===== src/logic/dsadc_params.svh =====
// timing counts, widths and reset values of the dual simultaneous converter control
`ifndef DSADC_PARAMS_SVH
`define DSADC_PARAMS_SVH

`define DSADC_RES_W 14
`define DSADC_CNT_W 8
`define DSADC_CLK_PERIOD_NS 40
`define DSADC_T_CONV_HS_NS 5200
`define DSADC_T_CONV_AS_NS 10000
`define DSADC_T_ACQ_NS 500
`define DSADC_T_RD_QUIET_NS 400
`define DSADC_CONV_HS_CYC (`DSADC_T_CONV_HS_NS / `DSADC_CLK_PERIOD_NS)
`define DSADC_CONV_AS_CYC (`DSADC_T_CONV_AS_NS / `DSADC_CLK_PERIOD_NS)
`define DSADC_WAKE_CYC (`DSADC_CONV_AS_CYC - `DSADC_CONV_HS_CYC)
`define DSADC_BUF_DEPTH 2
`define DSADC_BIPOLAR_RST 1'b1
`define DSADC_WORD_RST 14'h0000

`endif


===== src/logic/dsadc_pkg.sv =====
// shared types of the dual simultaneous converter control
`include "dsadc_params.svh"

package dsadc_pkg;
    typedef logic [`DSADC_RES_W-1:0] dsadc_word_t;
    typedef logic [`DSADC_CNT_W-1:0] dsadc_cnt_t;

    typedef enum logic [2:0] {
        DSADC_TRACK,
        DSADC_WAKE,
        DSADC_CONVERT,
        DSADC_PUSH1,
        DSADC_PUSH2
    } dsadc_state_t;

    typedef struct packed {
        dsadc_state_t st;
        dsadc_cnt_t cnt;
        logic conv_prev;
        logic rd_prev;
        logic pair;
        dsadc_word_t smp1;
        dsadc_word_t smp2;
        logic busy;
        logic hold;
        logic asleep;
        dsadc_word_t dout;
        logic doe;
    } dsadc_ctrl_t;
endpackage : dsadc_pkg


===== src/logic/dsadc_stream_if.sv =====
// valid/ready word carrier between the control and its result buffer
`timescale 1ns/100ps
`default_nettype none

interface dsadc_stream_if #(parameter int W = 14);
    logic [W-1:0] data;
    logic valid;
    logic ready;
    modport src (output data, output valid, input ready);
    modport snk (input data, input valid, output ready);
endinterface : dsadc_stream_if

`default_nettype wire


===== src/logic/dsadc_ctrl.sv =====
// control and readout of a dual simultaneous-sampling 14-bit converter
`timescale 1ns/100ps
`default_nettype none
`include "dsadc_params.svh"

// Notes on behaviour
// - start falling edge holds both samples and starts both conversions together
// - first read gives input 1 of the chosen pair, second read input 2
// - busy falling marks end; both results readable from then on
// - conversion lasts at most 5.2 us fast mode, 10 us auto sleep
// - auto sleep mode sleeps after each conversion; fast mode stays powered
// - both track/holds return to tracking when the conversion ends
// - each result is one 14-bit word read with chip-select and read low
// - conversion timing comes from an internal clock, none from the host
// - repeated cycles reach 175 kHz when host keeps its timing windows
// - busy rises on start falling edge and stays high until conversion done
// - data driven from one clock after chip-select and read both go low until one clock after either rises
// - twos complement coding for bipolar build, straight binary for unipolar
module dsadc_ctrl #(
    parameter bit BIPOLAR = `DSADC_BIPOLAR_RST
) (
    input wire logic mclk,
    input wire logic nrst,
    input wire logic conversion_start_n,
    input wire logic pair_select,
    input wire logic auto_sleep_mode,
    input wire logic cs_n,
    input wire logic rd_n,
    input wire dsadc_pkg::dsadc_word_t pair_a_input_1,
    input wire dsadc_pkg::dsadc_word_t pair_a_input_2,
    input wire dsadc_pkg::dsadc_word_t pair_b_input_1,
    input wire dsadc_pkg::dsadc_word_t pair_b_input_2,
    output logic busy,
    output logic hold,
    output logic asleep,
    output dsadc_pkg::dsadc_word_t result_bus_o,
    output logic result_bus_oe
);
    import dsadc_pkg::*;

    localparam dsadc_cnt_t CONV_LOAD = dsadc_cnt_t'(`DSADC_CONV_HS_CYC - 3);
    localparam dsadc_cnt_t WAKE_LOAD = dsadc_cnt_t'(`DSADC_WAKE_CYC - 1);
    localparam int CONV_HS = `DSADC_CONV_HS_CYC;
    localparam int CONV_AS = `DSADC_CONV_AS_CYC;

    dsadc_ctrl_t s;
    dsadc_ctrl_t next_s;
    logic conv_fall;
    logic rd_act;
    logic flush;

    dsadc_stream_if #(.W(`DSADC_RES_W)) push_if ();
    dsadc_stream_if #(.W(`DSADC_RES_W)) pop_if ();

    // raw samples are offset binary; bipolar builds flip the top bit
    function automatic dsadc_word_t code(input dsadc_word_t raw);
        code = BIPOLAR ? {~raw[`DSADC_RES_W-1], raw[`DSADC_RES_W-2:0]} : raw;
    endfunction : code

    assign conv_fall = s.conv_prev && !conversion_start_n;
    assign rd_act = !cs_n && !rd_n;
    // a new start clears stale words so read order restarts at input 1
    assign flush = conv_fall && (s.st == DSADC_TRACK);
    // a word leaves the buffer when its read strobe ends
    assign pop_if.ready = s.rd_prev && !rd_act;

    dsadc_buf #(.W(`DSADC_RES_W)) u_buf (
        .mclk(mclk),
        .nrst(nrst),
        .flush(flush),
        .wr(push_if.snk),
        .rd(pop_if.src)
    );

    // sequencer: edges, internal conversion timing, result delivery, read port
    always_comb begin
        next_s = s;
        next_s.conv_prev = conversion_start_n;
        next_s.rd_prev = rd_act;
        push_if.valid = 1'b0;
        push_if.data = s.smp1;
        unique case (s.st)
            DSADC_TRACK: begin
                // starts during busy are ignored: only this state watches the edge
                if (conv_fall) begin
                    next_s.pair = pair_select;
                    next_s.smp1 = code(pair_select ? pair_b_input_1 : pair_a_input_1);
                    next_s.smp2 = code(pair_select ? pair_b_input_2 : pair_a_input_2);
                    next_s.busy = 1'b1;
                    next_s.hold = 1'b1;
                    if (s.asleep) begin
                        next_s.st = DSADC_WAKE;
                        next_s.cnt = WAKE_LOAD;
                    end else begin
                        next_s.st = DSADC_CONVERT;
                        next_s.cnt = CONV_LOAD;
                    end
                end
            end
            DSADC_WAKE: begin
                // power-up from sleep adds the extra time of the slow mode
                if (s.cnt == '0) begin
                    next_s.asleep = 1'b0;
                    next_s.st = DSADC_CONVERT;
                    next_s.cnt = CONV_LOAD;
                end else begin
                    next_s.cnt = s.cnt - 1'b1;
                end
            end
            DSADC_CONVERT: begin
                // internal timebase paces the conversion; no host clock needed
                if (s.cnt == '0) begin
                    next_s.st = DSADC_PUSH1;
                end else begin
                    next_s.cnt = s.cnt - 1'b1;
                end
            end
            DSADC_PUSH1: begin
                push_if.valid = 1'b1;
                push_if.data = s.smp1;
                if (push_if.ready) begin
                    next_s.st = DSADC_PUSH2;
                end
            end
            DSADC_PUSH2: begin
                push_if.valid = 1'b1;
                push_if.data = s.smp2;
                if (push_if.ready) begin
                    // busy drops only once both words sit in the buffer
                    next_s.st = DSADC_TRACK;
                    next_s.busy = 1'b0;
                    next_s.hold = 1'b0;
                    next_s.asleep = auto_sleep_mode;
                end
            end
        endcase
        // word latched at read start so it stays steady for the whole strobe
        if (rd_act && !s.rd_prev) begin
            next_s.dout = pop_if.valid ? pop_if.data : s.dout;
        end
        next_s.doe = rd_act;
    end

    always_ff @(posedge mclk or negedge nrst) begin
        if (!nrst) begin
            s <= '0;
            s.st <= DSADC_TRACK;
            s.conv_prev <= 1'b1;
            s.dout <= `DSADC_WORD_RST;
        end else begin
            s <= next_s;
        end
    end

    assign busy = s.busy;
    assign hold = s.hold;
    assign asleep = s.asleep;
    assign result_bus_o = s.dout;
    assign result_bus_oe = s.doe;

    // helper: length of each busy period and whether it included a wake-up
    logic [8:0] busy_cnt;
    logic woke;
    always_ff @(posedge mclk or negedge nrst) begin
        if (!nrst) begin
            busy_cnt <= 9'h000;
            woke <= 1'b0;
        end else begin
            busy_cnt <= s.busy ? busy_cnt + 9'h001 : 9'h000;
            if (flush) begin
                woke <= s.asleep;
            end
        end
    end
endmodule : dsadc_ctrl

`default_nettype wire


===== src/logic/dsadc_buf.sv =====
// two-entry result buffer with flush, valid and ready on both sides
`timescale 1ns/100ps
`default_nettype none

module dsadc_buf #(
    parameter int W = 14
) (
    input wire logic mclk,
    input wire logic nrst,
    input wire logic flush,
    dsadc_stream_if.snk wr,
    dsadc_stream_if.src rd
);
    import dsadc_pkg::*;

    typedef struct packed {
        logic [1:0][W-1:0] mem;
        logic wp;
        logic rp;
        logic [1:0] cnt;
    } dsadc_buf_state_t;

    dsadc_buf_state_t s;
    dsadc_buf_state_t next_s;
    logic do_push;
    logic do_pop;

    // ready only while a slot is free, so a stalled reader holds off the writer
    assign wr.ready = (s.cnt != 2'h2);
    assign rd.valid = (s.cnt != 2'h0);
    assign rd.data = s.mem[s.rp];
    assign do_push = wr.valid && wr.ready;
    assign do_pop = rd.valid && rd.ready;

    // pointer and count update; flush wins since it marks a new conversion
    always_comb begin
        next_s = s;
        if (flush) begin
            next_s.wp = 1'b0;
            next_s.rp = 1'b0;
            next_s.cnt = 2'h0;
        end else begin
            if (do_push) begin
                next_s.mem[s.wp] = wr.data;
                next_s.wp = ~s.wp;
            end
            if (do_pop) begin
                next_s.rp = ~s.rp;
            end
            next_s.cnt = s.cnt + {1'b0, do_push} - {1'b0, do_pop};
        end
    end

    always_ff @(posedge mclk or negedge nrst) begin
        if (!nrst) begin
            s <= '0;
        end else begin
            s <= next_s;
        end
    end
endmodule : dsadc_buf

`default_nettype wire


===== config.mk =====
export PLATFORM = sky130hd
export DESIGN_NAME = dsadc_ctrl
export DESIGN_NICKNAME = d
export VERILOG_FILES = /design/src/logic/dsadc_pkg.sv /design/src/logic/dsadc_stream_if.sv /design/src/logic/dsadc_ctrl.sv /design/src/logic/dsadc_buf.sv
export VERILOG_INCLUDE_DIRS = /design/src /design/src/logic
export SDC_FILE = /design/constraint.sdc
export NUM_CORES = 1
export LEC_CHECK = 0
export BUFFER_PORTS_ARGS = -buffer_cell sky130_fd_sc_hd__buf_2
export CAP_MARGIN = 20
export CORE_MARGIN = 1
export CORE_UTILIZATION = 50
export CTS_CLUSTER_DIAMETER = 30
export DETAILED_ROUTE_END_ITERATION = 12
export GPL_TIMING_DRIVEN = 0
export PLACE_DENSITY = 0.75
export SLEW_MARGIN = 20
export SYNTH_ARGS = -nofsm -noshare
export SYNTH_HDL_FRONTEND = slang
export SYNTH_HIERARCHICAL = 1
export SYNTH_SLANG_ARGS = --single-unit
export TNS_END_PERCENT = 50

===== constraint.sdc =====
create_clock -name mclk -period 6.22 [get_ports mclk]
set_input_delay 0.622 -clock mclk [delete_from_list [all_inputs] [get_ports mclk]]
set_output_delay 0.622 -clock mclk [all_outputs]
set_load 0.01 [all_outputs]

==> summary.txt, run 1 <==
Clock tree
  • Post-cts sizing count: 0
  • Bufs on Longest Clock Path: 2
  • CTS tree: done
  • Num CTS Buffers: 9
  • Clock Sinks: 89
  • H-tree levels: 3
  • Worst-skew pair later-pin latency: 0.37 ns
  • Post-CTS setup repair buffer count: 0
  • Hold buffers post-CTS: 0
  • Clock root buffer: clkbuf_8
  • Clk slew on worst S/H paths: 0.10 ns

Drt
  • Via count: 3234
  • Wire length on met3: 353 um
  • Vias per inst: 5.24
  • DR WL/cell: 14.7 um
  • Post-Route WL: 9.05 mm
  • Met1 WL: 4.35 mm
  • Max layer used: met4
  • Residual DRC: 0
  • DR iter-0 viols: 141
  • Met2 Routed Length: 4.21 mm
  • Final ANT Viol Nets: 0
  • First drt pass iteration count: 4

Global route
  • Largest net degree at the start of global routing: 52
  • Grt ovf: 0
  • Vias in the first global route: 3175
  • First-pass GRT wire length: 15.4 mm
  • Gr usage total: 20.7%
  • Initial antenna violation count: 0

Hold path
  • Worst hold path type: input pin to async pin

Power
  • Sequential Power Share: 42.7%
  • Leak: 2.62 nW
  • Pint: 1.42 mW
  • Total Power: 2.22 mW
  • Peak supply drop: 0.136 mV
  • Sw Ratio: 35.9%
  • Net Sw Power: 0.798 mW
  • Clock Power Share: 17.5%
  • Logic pwr share: 39.7%
  • Pwr Density: 422 nW/um^2

Outcome
  • Status: finished, final reports clean

Critical path
  • Reg2Reg Setup Slack: 3.36 ns
  • Setup CP Type: register to register
  • Worst setup SP type: register
  • CP max stage cell: nor4_4
  • Worst R2R End: u_buf/s[10]
  • Worst stage delay on the critical path: 0.53 ns
  • Crit path top cell by count: clkbuf_1
  • Crit-path cells: clkbuf_1, nor3b_1, nand2_1, clkbuf_1, inv_1, nor4_4, buf_8, mux2_4
  • Crit end category: register
  • Worst EP required: 6.48 ns
  • CP Capture Point: u_buf/s[10]
  • Worst Path Max Fanout: 10
  • Reg2Reg Depth: 8
  • Worst Setup SP: s[59]
  • Worst Path Arrival: 3.11 ns
  • RR Startpoint: s[59]

Logic synthesis
  • Post-Syn Instances: 413
  • Prevailing post-synth register cell: dfrtp_1
  • Synth top area share: 48.8%
  • Post-synthesis sequential area ratio: 49.4%
  • Post-synthesis async set-or-reset flop share: 100%
  • Syn Nets: 479
  • Synthesized cell area: 4510 um^2
  • Synth top area cells: dfrtp_1, mux2_2, nand2_1
  • Number of flops mapped to enable cells by yosys: 0
  • #FFs+latches synth: 89
  • Post-Syn Area per Cell: 10.9 um^2
  • Yosys cell types: 53
  • Yosys synthesis warning count: 6
  • Dominant cell type by area after synthesis: dfrtp_1

Timing
  • Fmax: 0.350 GHz
  • Min Tclk post-route: 2.86 ns
  • Final setup viols: 0
  • Skew final: 0.0103 ns
  • Final hold violations: 0
  • Slew Limit Headroom: 36.8%
  • Worst Slack Setup Final: 3.36 ns
  • Final period utilization: 45.9%
  • Final hold slack: 0.213 ns
  • Measured slew at the worst slew-check pin: 0.935 ns
  • Post-route setup TNS: 0 ns
  • Slew Viols, Final: 0
  • RSZ-0062 raised after global routing: false

Run
  • Total of max-cap violations: 0

Placed design
  • Post-detail-place hpwl: 6.70 mm
  • Routability-driven placement congestion ratio: 0.859
  • Worst slack, placed: 3.43 ns
  • Port bufs: 79
  • Total placed cells including tap cells: 601

Floorplanning
  • Initial Util: 51.8%
  • Site row count: 34
  • Die Width: 97.0 um
  • Height of the die: 97.0 um
  • Core Area: 8720 um^2
  • Full die area: 9410 um^2
  • Io pins: 81

Final layout
  • Area delta synth->final: 16.7%
  • Fin nets: 570
  • Share of cells above drive strength 1: 37.7%
  • Non-Filler Instances: 617
  • Filler cells: 752
  • Antenna cells: 0
==> worst max-delay path, delay by kind of cell (launching register included) <==
family | cells | cell delay [ns]
multiplexers | 1 | 0.31
flip-flops | 1 | 0.33
AND/OR/NAND/NOR | 3 | 0.89
buffers and inverters | 4 | 1.20
==> cells in the final DEF, fill, tap and decap left out, types with 11 or more instances in the layout <==
master,n
dfrtp_1,88
buf_2,82
nand2_1,82
mux2_2,48
o21ai_0,32
mux2i_1,27
buf_4,17
clkbuf_1,11
nor2_1,11
==> cell families after synthesis <==
kind of cell	synth area share (%)
mux	21.3
xor+xnor	0.776
flops	49.4
fa+ha+maj	0.832
simple gates	13.7
buf+inv	6.10
compound gates	7.98
==> power by group through the flow <==
| stage | clock network [mW] | logic (mW) | registers [mW] |
|---|---|---|---|
| finish | 0.390 | 0.882 | 0.950 |
| floorplan | 0 | 0.675 | 0.920 |
| detailed placement | 0 | 0.882 | 0.960 |
| global placement | 0 | 0.845 | 0.946 |
| global route | 0.422 | 0.976 | 0.981 |
| CTS | 0.400 | 0.887 | 0.949 |
==> metal layers <==
| layer | GRT usage (%) | up-vias |
|---|---|---|
| met1 | 29.2 | 1549 |
| met3 | 3.54 | 11 |
| li1 | - | 1587 |
| met4 | 8.27 | 0 |
| met5 | 0 | - |
| met2 | 31.7 | 87 |
==> per-stage QoR <==
stage                     instance area (um^2)  utilization, %
after global placement                    5040            57.8
after global routing                      5270            60.4
final                                     5270            60.4
after CTS                                 5270            60.4
after detailed placement                  5070            58.2
after floorplan                           4510               -
==> area by class of cell <==
| cell class | instances | area [um^2] | area share, % |
|---|---|---|---|
| flip-flops and latches | 89 | 2230 | 42.3 |
| well taps | 108 | 135 | 2.56 |
| clock buffers | 9 | 124 | 2.35 |
| repair buffers | 80 | 425 | 8.07 |
| multi-input cells | 277 | 2010 | 38.2 |
| plain buffers | 37 | 238 | 4.51 |
| clock inverters | 7 | 71.3 | 1.35 |
| inverters | 10 | 37.5 | 0.712 |
==> cells in the mapped netlist (all sizes together), types with 2 or more instances <==
master  count
dfrtp      88
nand2      82
mux2       58
o21ai      32
mux2i      27
buf        26
a21oi      11
clkbuf     11
nor2       11
inv        10
a31oi       5
nor2b       5
ha          3
nand3       3
nor3        3
nor4        3
xnor2       3
a211oi      2
nand2b      2
nand3b      2
nor4b       2
or3         2
==> worst min path at each step <==
| stage | cells after the start | startpoint | slack, ns | endpoint |
|---|---|---|---|---|
| after floorplan | 0 | nrst | 0.33 | asleep |
| after detailed placement | 2 | s[38] | 0.47 | s[38] |
| final | 1 | nrst | 0.21 | result_bus_o[7] |
| after global placement | 2 | s[45] | 0.46 | s[45] |
| after global routing | 1 | nrst | 0.23 | result_bus_o[7] |
| after CTS | 1 | nrst | 0.22 | u_buf/s[25] |
==> sequential cells by signal (all words and copies together) (netlist names) <==
register,count
busy,1
s,40
asleep,1
result_bus_oe,1
u_buf/s,32
result_bus_o,14
Power figures use the tool's default switching activity.
==> run 2: changes to the inputs <==
Clock period 6.22 ns to 2.82 ns, I/O delays scaled along.
==> run 2 against run 1 <==
  * First-iteration DRC count is 2.8% lower
  * Final cell count grew 0.16%
  * Clock skew about the same
  * Via count increased by 0.49%
  * Sequential cell count did not move
  * Sequential power increased by 120%
  * Utilization increased by 0.26 points
  * Maximum frequency increased by 10%
  * Critical path depth grew 3
  * Design area grew 0.43%
  * Largest power group unchanged
  * Highest routed layer unchanged
==> summary.txt, run 2 (synthesis gave the netlist of run 1 again) <==
Timing
  • Final period utilization: 91.9%
  • Post-route setup TNS: 0 ns
  • RSZ-0062 raised after global routing: false
  • Fmax: 0.386 GHz
  • Measured slew at the worst slew-check pin: 0.944 ns
  • Skew final: 0.0105 ns
  • Slew Limit Headroom: 36.2%
  • Slew Viols, Final: 0
  • Final hold violations: 0
  • Final setup viols: 0
  • Min Tclk post-route: 2.59 ns

Drt
  • Post-Route WL: 9.08 mm
  • Via count: 3250
  • DR iter-0 viols: 137
  • First drt pass iteration count: 5
  • Residual DRC: 0
  • Final ANT Viol Nets: 0
  • Vias per inst: 5.26
  • DR WL/cell: 14.7 um

Clock tree
  • Worst-skew pair later-pin latency: 0.37 ns
  • Num CTS Buffers: 9
  • Clock Sinks: 89
  • Bufs on Longest Clock Path: 2
  • H-tree levels: 3
  • Clock root buffer: clkbuf_8
  • CTS tree: done
  • Clk slew on worst S/H paths: 0.09 ns

Floorplanning
  • Core Area: 8720 um^2
  • Full die area: 9410 um^2
  • Initial Util: 51.8%
  • Site row count: 34
  • Io pins: 81
  • Die Width: 97.0 um
  • Height of the die: 97.0 um

Global route
  • Grt ovf: 0
  • Initial antenna violation count: 0
  • Largest net degree at the start of global routing: 52
  • Gr usage total: 20.7%
  • Vias in the first global route: 3176
  • First-pass GRT wire length: 15.4 mm

Final layout
  • Antenna cells: 0
  • Share of cells above drive strength 1: 38.4%
  • Non-Filler Instances: 618
  • Area of the multi-input gates: 2020 um^2
  • Finished Cell Area: 5290 um^2
  • Register area: 2230 um^2
  • Commonest non-fill, non-tap cell in the layout: dfrtp_1
  • Commonest cells after routing, fill and taps aside: dfrtp_1, buf_2, nand2_1
  • Number of flip-flops in the largest register: 40
  • Top reg by flops: s
  • Filler cells: 743
  • Area delta synth->final: 17.2%
  • Fin nets: 571

Critical path
  • Worst stage delay on the critical path: 0.34 ns
  • Worst EP required: 3.07 ns
  • CP Buf/Inv Count: 3
  • Worst Path Arrival: 2.84 ns
  • Crit end category: register
  • CP max stage cell: nand2_1
  • Crit path top cell by count: nand2_1
  • Worst Path Max Fanout: 16
  • Setup CP Type: register to register
  • Worst setup SP type: register
  • RR Startpoint: s[59]
  • Crit-path cells: clkbuf_1, buf_6, nand2_1, nand2_1, nand2_1, ha_1, inv_1, ha_1, xor2_1, xnor2_1, nor2_1
  • Worst Setup SP: s[59]
  • Kind of cell adding the most delay to the critical path: simple AND/OR/NAND/NOR gates

Power
  • Sequential Power Share: 42.7%
  • Net Sw Power: 1.76 mW
  • Pwr Density: 928 nW/um^2
  • Peak supply drop: 0.301 mV
  • Pint: 3.15 mW
  • Leak: 2.63 nW
  • Clock Power Share: 17.5%
  • Logic pwr share: 39.8%
  • Sw Ratio: 35.9%

Run
  • Total of max-cap violations: 0

Hold path
  • Worst hold path type: input pin to register
  • HP Start: conversion_start_n

Placed design
  • Port bufs: 79
  • Placed cell areas: 5070 um^2
  • Post-detail-place hpwl: 6.70 mm
  • Total placed cells including tap cells: 601
  • Routability-driven placement congestion ratio: 0.859

Outcome
  • Status: finished, final reports clean
run 2: cell types whose count changed in the layout (fill, tap and decap cells not counted), sizes merged:
cell,previous run,this run
clkbuf,20,18
dlygate4sd3,0,1
buf,106,108
run 2: worst reg2reg max path, delay by kind of cell, from the launching register on:
kind | cells | cell delay (ns)
xor+xnor | 2 | 0.32
flops | 1 | 0.33
buf+inv | 3 | 0.57
simple gates | 4 | 0.81
fa+ha+maj | 2 | 0.46
run 2: final timing paths:
check / slack (ns) / end / depth (start not counted)
setup / recovery: 0.23 / u_buf/s[1] / 11
hold / removal: 0.03 / s[48] / 1
setup reg to reg: 0.23 / u_buf/s[1] / 11
hold reg to reg: 0.49 / s[38] / 2
max in group asynchronous: 1.71 / s[48] / 3
min in group asynchronous: 0.42 / result_bus_o[7] / 2
run 2: cell type report:
type | instances | area share [%]
plain buffers | 35 | 4.35
clock buffers | 9 | 2.34
clock inverters | 7 | 1.35
inverters | 10 | 0.709
multi-input cells | 277 | 38.1
flip-flops and latches | 89 | 42.1
well taps | 108 | 2.55
repair buffers | 83 | 8.51
run 2: metal layers:
layer  vias up  global-route usage (%)  share of wire [%]
met5         -                       0                  0
met4         0                    8.27                1.5
met3        11                    3.54                4.3
met2        88                    31.7                 47
met1      1559                    29.2                 47
li1       1592                       -                  -
run 2: power groups by stage:
stage | sequential (mW) | combinational, mW | clock, mW
3_3_place_gp | 2.09 | 1.86 | 0
2_1_floorplan | 2.03 | 1.49 | 0
5_1_grt | 2.16 | 2.17 | 0.931
3_5_place_dp | 2.12 | 1.95 | 0
4_1_cts | 2.09 | 1.96 | 0.883
6_report | 2.10 | 1.96 | 0.858
run 2: timing repair:
action / in CTS / in global routing
resized for setup: 0 / 2
hold buffers: 1 / 0
buffers inserted: 0 / 2
endpoints found under the hold margin: 38 / 0
setup endpoints to repair: 0 / 25
run 2: per-stage QoR:
| step | worst slack [ns] | total power [mW] | hold WS [ns] | utilization, % |
|---|---|---|---|---|
| after detailed placement | 0.0501 | 4.06 | 0.293 | 58.2 |
| after global routing | 0.0317 | 5.26 | 0.0177 | 60.7 |
| after floorplan | 0.519 | 3.52 | -0.0136 | - |
| after global placement | 0.0962 | 3.95 | 0.405 | 57.8 |
| final | 0.229 | 4.91 | 0.0289 | 60.7 |
| after CTS | 0.0391 | 4.93 | 0.0134 | 60.5 |
